<file path="src/ddc_sel_pkg.sv">
/*
  Constants for the downconverter two decimation and NCO select block:
  register offsets, field positions, reset values, filter chain codes.
  Assumes a byte-wide register port with one-cycle read latency.
*/
package ddc_sel_pkg;

  // ------------------------------------------------------------
  // Register map
  // ------------------------------------------------------------
  localparam int ADDR_W = 12;
  localparam logic [11:0] CTRL_OFFSET = 12'h350;
  localparam logic [11:0] INSEL_OFFSET = 12'h351;
  localparam logic [11:0] NCO_OFFSET = 12'h354;
  localparam logic [7:0] CTRL_RESET = 8'h00;
  localparam logic [7:0] INSEL_RESET = 8'h00;
  localparam logic [7:0] NCO_RESET = 8'h00;
  localparam logic [7:0] CTRL_MASK = 8'h0F;
  localparam logic [7:0] INSEL_MASK = 8'hF5;
  localparam logic [7:0] NCO_MASK = 8'hFF;

  // ------------------------------------------------------------
  // Field positions
  // ------------------------------------------------------------
  localparam int C2R_BIT = 3;
  localparam int DEC_MSB = 2;
  localparam int ALT_LSB = 4;
  localparam int MODE_LSB = 4;
  localparam int FIELD_W = 4;
  localparam logic [7:0] RDATA_IDLE = 8'h00;
  localparam int I_SEL_BIT = 0;
  localparam int Q_SEL_BIT = 2;

  // ------------------------------------------------------------
  // Decimation codes
  // ------------------------------------------------------------
  localparam logic [2:0] DEC_HB12 = 3'h0;
  localparam logic [2:0] DEC_HB123 = 3'h1;
  localparam logic [2:0] DEC_HB1234 = 3'h2;
  localparam logic [2:0] DEC_HB1 = 3'h3;
  localparam logic [2:0] DEC_HB1_TB = 3'h4;
  localparam logic [2:0] DEC_HB12_TB = 3'h5;
  localparam logic [2:0] DEC_HB123_TB = 3'h6;
  localparam logic [2:0] DEC_ALT = 3'h7;
  localparam logic [3:0] ALT_TB_HB1234 = 4'h0;
  localparam logic [3:0] ALT_FB_HB1 = 4'h2;
  localparam logic [3:0] ALT_FB_HB12 = 4'h3;
  localparam logic [3:0] ALT_FB_HB123 = 4'h4;

  // Stage enable vector: {fifth, third, hb4, hb3, hb2, hb1}
  localparam int STAGE_W = 6;
  localparam int RATIO_W = 6;
  localparam logic [5:0] ST_HB1 = 6'h01;
  localparam logic [5:0] ST_HB12 = 6'h03;
  localparam logic [5:0] ST_HB123 = 6'h07;
  localparam logic [5:0] ST_HB1234 = 6'h0F;
  localparam logic [5:0] ST_TB = 6'h10;
  localparam logic [5:0] ST_FB = 6'h20;
  localparam logic [5:0] ST_NONE = 6'h00;

  // Complex decimation ratios (halved when real output is chosen)
  localparam logic [5:0] R_2 = 6'h02;
  localparam logic [5:0] R_4 = 6'h04;
  localparam logic [5:0] R_6 = 6'h06;
  localparam logic [5:0] R_8 = 6'h08;
  localparam logic [5:0] R_10 = 6'h0A;
  localparam logic [5:0] R_12 = 6'h0C;
  localparam logic [5:0] R_16 = 6'h10;
  localparam logic [5:0] R_20 = 6'h14;
  localparam logic [5:0] R_24 = 6'h18;
  localparam logic [5:0] R_40 = 6'h28;
  localparam logic [5:0] R_48 = 6'h30;
  localparam logic [5:0] R_NONE = 6'h00;

  // ------------------------------------------------------------
  // NCO channel select modes
  // ------------------------------------------------------------
  localparam logic [3:0] NM_REG = 4'h0;
  localparam logic [3:0] NM_B0A0 = 4'h1;
  localparam logic [3:0] NM_B1A1 = 4'h2;
  localparam logic [3:0] NM_A1A0 = 4'h3;
  localparam logic [3:0] NM_B1B0 = 4'h4;
  localparam logic [3:0] NM_INTERLV = 4'h5;
  localparam logic [3:0] NM_PAIRED = 4'h6;
  localparam logic [3:0] NM_EDGE_A0 = 4'h8;
  localparam logic [3:0] NM_EDGE_A1 = 4'h9;
  localparam logic [3:0] NM_EDGE_B0 = 4'hA;
  localparam logic [3:0] NM_EDGE_B1 = 4'hB;
  localparam int CHAN_W = 4;
  localparam int PIN_N = 4;

endpackage : ddc_sel_pkg

</file>
<file path="src/pin_sync.sv">
/*
  Two-stage synchroniser bank with rising-edge detect on the settled
  stage. Assumes asynchronous pin levels and one system clock.
*/
`timescale 1ns/1ns
`default_nettype none
module pin_sync #(
  parameter int WIDTH = 4
) (
  input wire logic clk_sys_i,
  input wire logic sys_rst_i,
  input wire logic [WIDTH-1:0] pin_i,
  output logic [WIDTH-1:0] level_o,
  output logic [WIDTH-1:0] rise_o
);

  logic [WIDTH-1:0] meta_reg;
  logic [WIDTH-1:0] sync_reg;
  logic [WIDTH-1:0] prev_reg;

  genvar g;
  generate
    for (g = 0; g < WIDTH; g++)
    begin : g_bit
      // First stage feeds only the second
      always_ff @(posedge clk_sys_i)
      begin
        if (sys_rst_i)
        begin
          meta_reg[g] <= 1'h0;
          sync_reg[g] <= 1'h0;
          prev_reg[g] <= 1'h0;
        end
        else
        begin
          meta_reg[g] <= pin_i[g];
          sync_reg[g] <= meta_reg[g];
          prev_reg[g] <= sync_reg[g];
        end
      end
      assign rise_o[g] = sync_reg[g] & ~prev_reg[g];
    end
  endgenerate

  assign level_o = sync_reg;

endmodule : pin_sync
`default_nettype wire

</file>
<file path="src/ddc_decimation_nco_select.sv">
/*
  Decimation chain select, I/Q input select and NCO channel select for
  downconverter two. Holds the three control registers on a byte port.
  Assumes control pins are asynchronous and held stable for at least
  three clock cycles per level.
*/
// Added by the designer: the plain strobed port.
// Function
// Code 000 uses stages one and two, ratio 4, or 2 when real.
// Code 001 uses stages one to three, ratio 8, or 4 when real.
// Code 010 uses all four half-band stages, ratio 16, or 8 real.
// Code 011 uses stage one only, ratio 2, or 1 when real.
// Code 100 uses stage one plus third-band, ratio 6, or 3 real.
// Code 101 uses stages one, two plus third-band, ratio 12 or 6.
// Code 110 uses stages one to three plus third-band, 24 or 12.
// Code 111 takes the chain from the alternate field bits 7:4.
// Alternate field is ignored unless primary code is all ones.
// Alternate 0 uses third-band plus four half-bands, 48 or 24.
// Alternate 2 uses fifth-band plus stage one, 10 or 5.
// Alternate 3 uses fifth-band plus stages one, two, 20 or 10.
// Alternate 4 uses fifth-band plus stages one to three, 40 or 20.
// I and Q select bits choose converter A when clear, B when set.
// Edge-driven counter wraps to zero on reaching the select field.
// Modes 1 and 2 index from pins B0,A0 or B1,A1.
// Modes 3 and 4 index from pins A1,A0 or B1,B0.
// Mode 5 is B1,A1,B0,A0; mode 6 is B1,B0,A1,A0.
// Modes 8, 9, 10 count rising edges of A0, A1, B0.
// Mode 11 counts rising edges of B1.
// Real mode keeps only I output valid, using quarter-rate mixing.
// Mode 0 takes the index straight from the select field.
// Reserved bits ignore writes and read as zero.
`timescale 1ns/1ns
`default_nettype none
module ddc_decimation_nco_select #(
  parameter int CH_W = ddc_sel_pkg::CHAN_W
) (
  input wire logic clk_sys_i,
  input wire logic sys_rst_i,
  input wire logic [11:0] reg_addr_i,
  input wire logic [7:0] reg_wdata_i,
  input wire logic reg_wr_i,
  input wire logic reg_rd_i,
  output logic [7:0] reg_rdata_o,
  input wire logic ctrl_pin_a_bit0_i,
  input wire logic ctrl_pin_a_bit1_i,
  input wire logic ctrl_pin_b_bit0_i,
  input wire logic ctrl_pin_b_bit1_i,
  output logic [5:0] stage_enable_o,
  output logic [5:0] decim_ratio_o,
  output logic real_output_o,
  output logic q_output_valid_o,
  output logic quarter_mix_enable_o,
  output logic i_from_b_o,
  output logic q_from_b_o,
  output logic [CH_W-1:0] nco_channel_o
);

  // ------------------------------------------------------------
  // Register file
  // ------------------------------------------------------------
  logic [7:0] ctrl_reg;
  logic [7:0] insel_reg;
  logic [7:0] nco_reg;

  // reserved masked
  always_ff @(posedge clk_sys_i)
  begin
    if (sys_rst_i)
    begin
      ctrl_reg <= ddc_sel_pkg::CTRL_RESET;
      insel_reg <= ddc_sel_pkg::INSEL_RESET;
      nco_reg <= ddc_sel_pkg::NCO_RESET;
    end
    else if (reg_wr_i)
    begin
      if (reg_addr_i == ddc_sel_pkg::CTRL_OFFSET)
        ctrl_reg <= reg_wdata_i & ddc_sel_pkg::CTRL_MASK;
      if (reg_addr_i == ddc_sel_pkg::INSEL_OFFSET)
        insel_reg <= reg_wdata_i & ddc_sel_pkg::INSEL_MASK;
      if (reg_addr_i == ddc_sel_pkg::NCO_OFFSET)
        nco_reg <= reg_wdata_i & ddc_sel_pkg::NCO_MASK;
    end
  end

  // Unmapped addresses read zero; data only in the cycle after strobe
  always_ff @(posedge clk_sys_i)
  begin
    if (sys_rst_i)
      reg_rdata_o <= ddc_sel_pkg::RDATA_IDLE;
    else if (reg_rd_i)
    begin
      unique case (reg_addr_i)
        ddc_sel_pkg::CTRL_OFFSET: reg_rdata_o <= ctrl_reg;
        ddc_sel_pkg::INSEL_OFFSET: reg_rdata_o <= insel_reg;
        ddc_sel_pkg::NCO_OFFSET: reg_rdata_o <= nco_reg;
        default: reg_rdata_o <= ddc_sel_pkg::RDATA_IDLE;
      endcase
    end
    else
      reg_rdata_o <= ddc_sel_pkg::RDATA_IDLE;
  end

  // ------------------------------------------------------------
  // Decimation chain
  // ------------------------------------------------------------
  logic [2:0] dec_code;
  logic [3:0] alt_code;
  logic c2r;
  logic [5:0] stage_next;
  logic [5:0] cplx_ratio;

  assign dec_code = ctrl_reg[ddc_sel_pkg::DEC_MSB:0];
  assign alt_code = insel_reg[ddc_sel_pkg::ALT_LSB +: ddc_sel_pkg::FIELD_W];
  assign c2r = ctrl_reg[ddc_sel_pkg::C2R_BIT];

  always_comb
  begin
    stage_next = ddc_sel_pkg::ST_NONE;
    cplx_ratio = ddc_sel_pkg::R_NONE;
    unique case (dec_code)
      // two half-bands
      ddc_sel_pkg::DEC_HB12:
      begin
        stage_next = ddc_sel_pkg::ST_HB12;
        cplx_ratio = ddc_sel_pkg::R_4;
      end
      // three half-bands
      ddc_sel_pkg::DEC_HB123:
      begin
        stage_next = ddc_sel_pkg::ST_HB123;
        cplx_ratio = ddc_sel_pkg::R_8;
      end
      // four half-bands
      ddc_sel_pkg::DEC_HB1234:
      begin
        stage_next = ddc_sel_pkg::ST_HB1234;
        cplx_ratio = ddc_sel_pkg::R_16;
      end
      // first half-band
      ddc_sel_pkg::DEC_HB1:
      begin
        stage_next = ddc_sel_pkg::ST_HB1;
        cplx_ratio = ddc_sel_pkg::R_2;
      end
      // half-band plus third
      ddc_sel_pkg::DEC_HB1_TB:
      begin
        stage_next = ddc_sel_pkg::ST_HB1 | ddc_sel_pkg::ST_TB;
        cplx_ratio = ddc_sel_pkg::R_6;
      end
      // two plus third
      ddc_sel_pkg::DEC_HB12_TB:
      begin
        stage_next = ddc_sel_pkg::ST_HB12 | ddc_sel_pkg::ST_TB;
        cplx_ratio = ddc_sel_pkg::R_12;
      end
      // three plus third
      ddc_sel_pkg::DEC_HB123_TB:
      begin
        stage_next = ddc_sel_pkg::ST_HB123 | ddc_sel_pkg::ST_TB;
        cplx_ratio = ddc_sel_pkg::R_24;
      end
      // alternate field
      // only reached here
      ddc_sel_pkg::DEC_ALT:
      begin
        unique case (alt_code)
          // third plus four
          ddc_sel_pkg::ALT_TB_HB1234:
          begin
            stage_next = ddc_sel_pkg::ST_HB1234 | ddc_sel_pkg::ST_TB;
            cplx_ratio = ddc_sel_pkg::R_48;
          end
          // fifth plus one
          ddc_sel_pkg::ALT_FB_HB1:
          begin
            stage_next = ddc_sel_pkg::ST_HB1 | ddc_sel_pkg::ST_FB;
            cplx_ratio = ddc_sel_pkg::R_10;
          end
          // fifth plus two
          ddc_sel_pkg::ALT_FB_HB12:
          begin
            stage_next = ddc_sel_pkg::ST_HB12 | ddc_sel_pkg::ST_FB;
            cplx_ratio = ddc_sel_pkg::R_20;
          end
          // fifth plus three
          ddc_sel_pkg::ALT_FB_HB123:
          begin
            stage_next = ddc_sel_pkg::ST_HB123 | ddc_sel_pkg::ST_FB;
            cplx_ratio = ddc_sel_pkg::R_40;
          end
          // Undefined alternates bypass every stage
          default:
          begin
            stage_next = ddc_sel_pkg::ST_NONE;
            cplx_ratio = ddc_sel_pkg::R_NONE;
          end
        endcase
      end
    endcase
  end

  always_ff @(posedge clk_sys_i)
  begin
    if (sys_rst_i)
    begin
      stage_enable_o <= ddc_sel_pkg::ST_HB12;
      decim_ratio_o <= ddc_sel_pkg::R_4;
    end
    else
    begin
      stage_enable_o <= stage_next;
      // real halves ratio
      decim_ratio_o <= c2r ? (cplx_ratio >> 1) : cplx_ratio;
    end
  end

  // ------------------------------------------------------------
  // Output form and input routing
  // ------------------------------------------------------------
  always_ff @(posedge clk_sys_i)
  begin
    if (sys_rst_i)
    begin
      real_output_o <= 1'h0;
      q_output_valid_o <= 1'h1;
      quarter_mix_enable_o <= 1'h0;
      i_from_b_o <= 1'h0;
      q_from_b_o <= 1'h0;
    end
    else
    begin
      // I only when real
      real_output_o <= c2r;
      q_output_valid_o <= ~c2r;
      quarter_mix_enable_o <= c2r;
      // channel A or B
      i_from_b_o <= insel_reg[ddc_sel_pkg::I_SEL_BIT];
      q_from_b_o <= insel_reg[ddc_sel_pkg::Q_SEL_BIT];
    end
  end

  // ------------------------------------------------------------
  // NCO channel select
  // ------------------------------------------------------------
  logic [3:0] pin_level;
  logic [3:0] pin_rise;
  logic [3:0] nco_mode;
  logic [CH_W-1:0] sw_chan;
  logic [CH_W-1:0] count_reg;
  logic [CH_W-1:0] chan_next;
  logic step;
  logic a0;
  logic a1;
  logic b0;
  logic b1;

  // Pins pass two flops before use
  pin_sync #(
    .WIDTH(ddc_sel_pkg::PIN_N)
  ) u_pin_sync (
    .clk_sys_i(clk_sys_i),
    .sys_rst_i(sys_rst_i),
    .pin_i({ctrl_pin_b_bit1_i, ctrl_pin_b_bit0_i,
            ctrl_pin_a_bit1_i, ctrl_pin_a_bit0_i}),
    .level_o(pin_level),
    .rise_o(pin_rise)
  );

  assign a0 = pin_level[0];
  assign a1 = pin_level[1];
  assign b0 = pin_level[2];
  assign b1 = pin_level[3];
  assign nco_mode = nco_reg[ddc_sel_pkg::MODE_LSB +: ddc_sel_pkg::FIELD_W];
  assign sw_chan = nco_reg[CH_W-1:0];

  always_comb
  begin
    unique case (nco_mode)
      // edge sources
      ddc_sel_pkg::NM_EDGE_A0: step = pin_rise[0];
      ddc_sel_pkg::NM_EDGE_A1: step = pin_rise[1];
      ddc_sel_pkg::NM_EDGE_B0: step = pin_rise[2];
      // pin B1 edges
      ddc_sel_pkg::NM_EDGE_B1: step = pin_rise[3];
      default: step = 1'h0;
    endcase
  end

  // Counter holds outside edge modes so a mode switch resumes cleanly
  always_ff @(posedge clk_sys_i)
  begin
    if (sys_rst_i)
      count_reg <= '0;
    else if (step)
    begin
      // wrap at limit
      if (count_reg >= sw_chan)
        count_reg <= '0;
      else
        count_reg <= count_reg + 1'h1;
    end
  end

  always_comb
  begin
    unique case (nco_mode)
      // software index
      ddc_sel_pkg::NM_REG: chan_next = sw_chan;
      // two-pin pairs
      ddc_sel_pkg::NM_B0A0: chan_next = {2'h0, b0, a0};
      ddc_sel_pkg::NM_B1A1: chan_next = {2'h0, b1, a1};
      // same-port pairs
      ddc_sel_pkg::NM_A1A0: chan_next = {2'h0, a1, a0};
      ddc_sel_pkg::NM_B1B0: chan_next = {2'h0, b1, b0};
      // four-pin orders
      ddc_sel_pkg::NM_INTERLV: chan_next = {b1, a1, b0, a0};
      ddc_sel_pkg::NM_PAIRED: chan_next = {b1, b0, a1, a0};
      ddc_sel_pkg::NM_EDGE_A0,
      ddc_sel_pkg::NM_EDGE_A1,
      ddc_sel_pkg::NM_EDGE_B0,
      ddc_sel_pkg::NM_EDGE_B1: chan_next = count_reg;
      // Undefined modes fall back to software index
      default: chan_next = sw_chan;
    endcase
  end

  always_ff @(posedge clk_sys_i)
  begin
    if (sys_rst_i)
      nco_channel_o <= '0;
    else
      nco_channel_o <= chan_next;
  end

endmodule : ddc_decimation_nco_select
`default_nettype wire

</file>
<file path="config.mk">
export PLATFORM = sky130hd
export DESIGN_NAME = ddc_decimation_nco_select
export DESIGN_NICKNAME = d
export VERILOG_FILES = /design/src/ddc_sel_pkg.sv /design/src/pin_sync.sv /design/src/ddc_decimation_nco_select.sv
export SDC_FILE = /design/constraint.sdc
export NUM_CORES = 1
export LEC_CHECK = 0
export ABC_AREA = 1
export BUFFER_PORTS_ARGS = -buffer_cell sky130_fd_sc_hd__buf_2
export CORE_UTILIZATION = 56
export CTS_CLUSTER_SIZE = 14
export DETAILED_ROUTE_END_ITERATION = 6
export GPL_TIMING_DRIVEN = 0
export HOLD_SLACK_MARGIN = 0.12
export PLACE_DENSITY = 0.83
export SYNTH_ARGS = -nofsm -noshare
export SYNTH_HDL_FRONTEND = slang
export SYNTH_SLANG_ARGS = --single-unit
</file>
<file path="constraint.sdc">
create_clock -name clk_sys_i -period 1.9 [get_ports clk_sys_i]
set_input_delay 0.285 -clock clk_sys_i [delete_from_list [all_inputs] [get_ports clk_sys_i]]
set_output_delay 0.285 -clock clk_sys_i [all_outputs]
set_load 0.01 [all_outputs]
</file>
; Word-level counts from Yosys, hierarchy flattened
; Index checks and enable logic that the tools add are counted.
[classes]
add_sub_neg = 1
order_cmp = 1
bitwise = 10
reduce_logical = 8
n_mux = 9
eq_ne = 23
[op_table]
columns = op, n
row1 = 6-bit one-hot mux with 8 select lines, 2
row2 = 6-bit one-hot mux with 4 select lines, 2
row3 = "12-bit by 10-bit equality test with 1-bit output, second input constant", 3
row4 = 4-bit one-hot mux with 7 select lines, 1
row5 = 8-bit one-hot mux with 3 select lines, 1
row6 = "4-bit by 2-bit equality test with 1-bit output, second input constant", 4
row7 = "4-bit by 3-bit equality test with 1-bit output, second input constant", 4
row8 = "4-bit equality test, second input constant", 4
row9 = "3-bit equality test, second input constant", 4
row10 = "3-bit by 2-bit equality test with 1-bit output, second input constant", 2
row11 = 1-bit inverter, 6
row12 = 2-bit AND reduction, 3
row13 = 5-bit two-way mux, 1
row14 = "4-bit by 1-bit adder with 4-bit output, second input constant", 1
row15 = 1-bit bitwise AND, 4
row16 = "4-bit by 1-bit equality test with 1-bit output, second input constant", 1
row17 = 4-bit >= comparator, 1
row18 = 4-bit zero test, 1
row19 = 4-bit two-way mux, 1
row20 = 1-bit one-hot mux with 4 select lines, 1
row21 = 2-bit OR reduction, 2
row22 = 4-bit OR reduction, 1
row23 = "3-bit by 1-bit equality test with 1-bit output, second input constant", 1
row24 = 3-bit zero test, 1
[totals]
out_inout_bits = 29
elab_cells = 77
regBits = 62

; Depth between registers and ports, before layout
[logic_depth]
word_depth = 4
mapped_depth = 11
depth_no_buf = 11

; Cells and area by module
; Synthesis repeated with hierarchy kept, for this count alone.
[unflattened]
cells_unflattened = 421
area_unflattened_um2 = 2940.3
[modules_own_cells]
columns = module, n_inst, area_each_um2, cells_each
row1 = ddc_decimation_nco_select, 1, 2583.7, 380
row2 = pin_sync, 1, 356.6, 41

; Worst setup path before layout
; OpenSTA, ideal clock, no wires.
[synth_timing]
path_kind = reg2reg
startpoint = register nco_reg[3]
endpoint = register count_reg[0]
setup_ns = 0.070
path_stages_with_launch = 10
arrival_time_ns = 1.183
t_required_ns = 1.830
setup_slack_ns = 0.648
cell_sequence = dfxtp_1 -> inv_1 -> ha_1 -> nand2_1 -> inv_1 -> nand3_1 -> nand3_1 -> nor2_1 -> nand2_1 -> a21oi_1
[synth_between]
elab_chain_len = 2
[synth_lines]
columns = element, line_no
row1 = from (decl), ddc_decimation_nco_select.sv:63  ; logic [7:0] nco_reg;
row2 = from (signal assigned), ddc_decimation_nco_select.sv:72  ; nco_reg <= ddc_sel_pkg::NCO_RESET;
row3 = from (signal assigned), ddc_decimation_nco_select.sv:81  ; nco_reg <= reg_wdata_i & ddc_sel_pkg::NCO_MASK;
row4 = 4-bit >= comparator, ddc_decimation_nco_select.sv:298  ; if (count_reg >= sw_chan)
row5 = 4-bit two-way mux, ddc_decimation_nco_select.sv:298
row6 = to (signal assigned), ddc_decimation_nco_select.sv:301  ; count_reg <= count_reg + 1'h1;
row7 = to (decl), ddc_decimation_nco_select.sv:250  ; logic [CH_W-1:0] count_reg;
; No other way between the ends.
; A chain may end at the register's enable or synchronous reset.

; Final worst setup path
[layout_timing]
startpoint = register nco_reg[3]
endpoint = register count_reg[1]
; The elaborated chain is that of the path after synthesis.

==> run summary <==
Status -> finished clean
Tot Pwr -> 2.60 mW
Hold WC Path Type -> input pin to flip-flop
Clk sinks -> 62
Largest net degree at the start of global routing -> 11
CP max stage cell -> dfxtp_1
Routed Antenna Nets -> 0
Worst slew margin -> 63.3%
Fin crit share -> 80.3%
Synthesized area -> 0.00297 mm²
Fraction of layout cells with a size suffix above 1 -> 22.4%
Die ar. -> 0.00561 mm²
Largest area contributor in the netlist -> dfxtp_1
PwrDens -> 735 mW/mm²
HPWL after detailed placement -> 4880 µm
Fin util -> 69.3%
Max incr delay on CP -> 0.40 ns
Largest cells by area after synthesis -> dfxtp_1, nand2_1, inv_1, nor2_1, nand3_1
Critical Path End Type -> flip-flop
Synth top area share -> 41.7%
Synth Warn # -> 0
# hold bufs at CTS -> 0
Clock latency on the worst-skew pair -> 0.35 ns
Clock Tree Root -> clkbuf_8
Die width -> 74.9 µm
DRT iter0 DRCs -> 186
Resize count post-CTS -> 0
DR WL/cell -> 11.6 µm
Synth-to-Final Area Change -> 19.0%
Vias/cell -> 4.96
Synth Instances -> 421
Setup TNS -> 0 ns
Global-route wire length before repair -> 10300 µm
IO Count -> 57
Fin. max-slew vios -> 0
Simple-gate share of the synthesized area -> 33.5%
Vias post-DR -> 2787
Fmax -> 656 MHz
Unique masters post-synth -> 35
PortBufs -> 55
Final nets -> 520
CTS max path bufs -> 2
GPL Wtd Cong -> 0.987
Maximum VDD drop -> 482 µV
Vias in the first global route -> 2363
Worst path top cell family by delay -> simple AND/OR/NAND/NOR gates
CP max FO -> 4
XOR/XNOR Fraction of Synth Area -> 0.589%
Drc violations -> 0
Starting Density -> 58.2%
Chip height -> 74.9 µm
Critical Path Start Type -> flip-flop
Worst Path Required -> 2.17 ns
Worst path cell trace -> inv_1 -> ha_1 -> nand2_1 -> inv_1 -> nand3_1 -> nand3_1 -> nor2_1 -> nand2_1 -> a21oi_1
Worst-path clk slew -> 0.07 ns
TritonCTS buffer count -> 9
Synthesized area per cell -> 7.06 µm²
H-tree depth -> 3
Post-Synth Adder-Cell Area -> 2.10%
CTS tree -> done
Buffers and inverters on the worst path -> 2
Least-Margin Pin Slew -> 0.551 ns
Largest family of logic cells by synthesized area -> simple AND/OR/NAND/NOR gates
Drt first pass iters -> 6
Syn_nets -> 454
Clock skew -> 0.00662 ns
Post-CTS Setup Bufs -> 0
Critical Path AT -> 1.80 ns
Core area -> 0.00511 mm²
RSZ-0062 raised after global routing -> false
Min cycle time layout -> 1.53 ns
Post-synthesis compound-gate area fraction -> 9.26%
Row count -> 26
Max Cap Violations -> 0
Initial antenna violation count -> 0
Total congestion overflow -> 0
Fin. Hold Viols -> 0
Mux cell area share after synthesis -> 0%
GRT Total Usage -> 25.1%
Static Leak -> 1.78 nW
Final setup violation count -> 0
Flops & latches, synth -> 62
Final WL -> 6500 µm
Sequential share of the synthesized area -> 41.7%
CP Class -> flip-flop to flip-flop
Ant. Diodes -> 0
==> layer usage <==
metal	part of all wire [%]	wire length, µm	GRT usage [%]	vias to the layer above
met2	45	2910	39.0	117
met5	0	0	0	-
li1	-	-	-	1435
met4	2.0	129	11.5	0
met1	46	3020	32.3	1222
met3	6.7	436	7.10	13
==> report_power, final <==
| group | total [mW] | switching (mW) | internal [mW] |
|---|---|---|---|
| Sequential | 1.31 | 0.00348 | 1.31 |
| Clock | 1.17 | 0.492 | 0.676 |
| Combinational | 0.119 | 0.0767 | 0.0423 |
| Total | 2.60 | 0.573 | 2.03 |
==> layout by cell type, fill, tap and decap left out, types with 4 or more instances in the layout <==
cell type  netlist  final
nand2_1         92     92
inv_1           71     71
dfxtp_1         62     62
nor2_1          58     58
buf_2            1     56
nand3_1         30     30
a21oi_1         23     23
o21ai_0         13     13
clkbuf_8         1     12
inv_2           10     10
nand4_1          9      9
clkbuf_1         3      5
nand2_2          5      5
ha_1             5      5
nor2_4           4      4
==> through the flow <==
| stage | hold WS, ns | instances | instance area, µm² | worst slack (ns) |
|---|---|---|---|---|
| 6_report | 0.137 | 562 | 3540 | 0.375 |
| 5_1_grt | 0.147 | 562 | 3540 | 0.264 |
| 4_1_cts | 0.132 | 562 | 3540 | 0.412 |
| 3_5_place_dp | 0.394 | 546 | 3340 | 0.440 |
| 3_3_place_gp | 0.390 | 546 | 3340 | 0.476 |
| 2_1_floorplan | 0.388 | 421 | 2970 | 0.648 |
==> cell type report <==
type	instances	area (µm²)
fillers	452	1570
multi-input cells	268	1350
flip-flops and latches	62	1240
inverters	82	310
repair buffers	55	275
clock buffers	13	159
well taps	70	87.6
plain buffers	9	71.3
clock inverters	3	42.5
==> cell usage after synthesis, drive strengths merged <==
cell type	n
nand2	100
inv	82
nor2	68
dfxtp	62
nand3	32
a21oi	24
o21ai	18
nand4	9
buf	5
ha	5
clkbuf	4
a31oi	2
nor3	2
a211oi	1
a22oi	1
nor3b	1
o2111ai	1
o211ai	1
o22ai	1
xnor2	1
xor2	1
==> kinds of logic after synthesis <==
kind of cell	after synthesis
AO/OA/AOI/OAI	49
XOR/XNOR	2
adder cells (fa/ha/maj)	5
buffers and inverters	91
flip-flops	62
AND/OR/NAND/NOR	212
==> worst min-delay path: stages <==
cell	delay, ns
buf_2	0.07
inv_1	0.03
nor2_1	0.06
==> path summary, 6_finish.rpt <==
path,start,to,slack (ns),cells after the start
max reg2reg,nco_reg[3],count_reg[1],0.37,9
max,nco_reg[3],count_reg[1],0.37,9
min reg2reg,u_pin_sync.meta_reg[3],u_pin_sync.level_o[3],0.40,2
min,ctrl_pin_b_bit1_i,u_pin_sync.meta_reg[3],0.14,3
No activity file was read; power rests on OpenSTA's default activity.
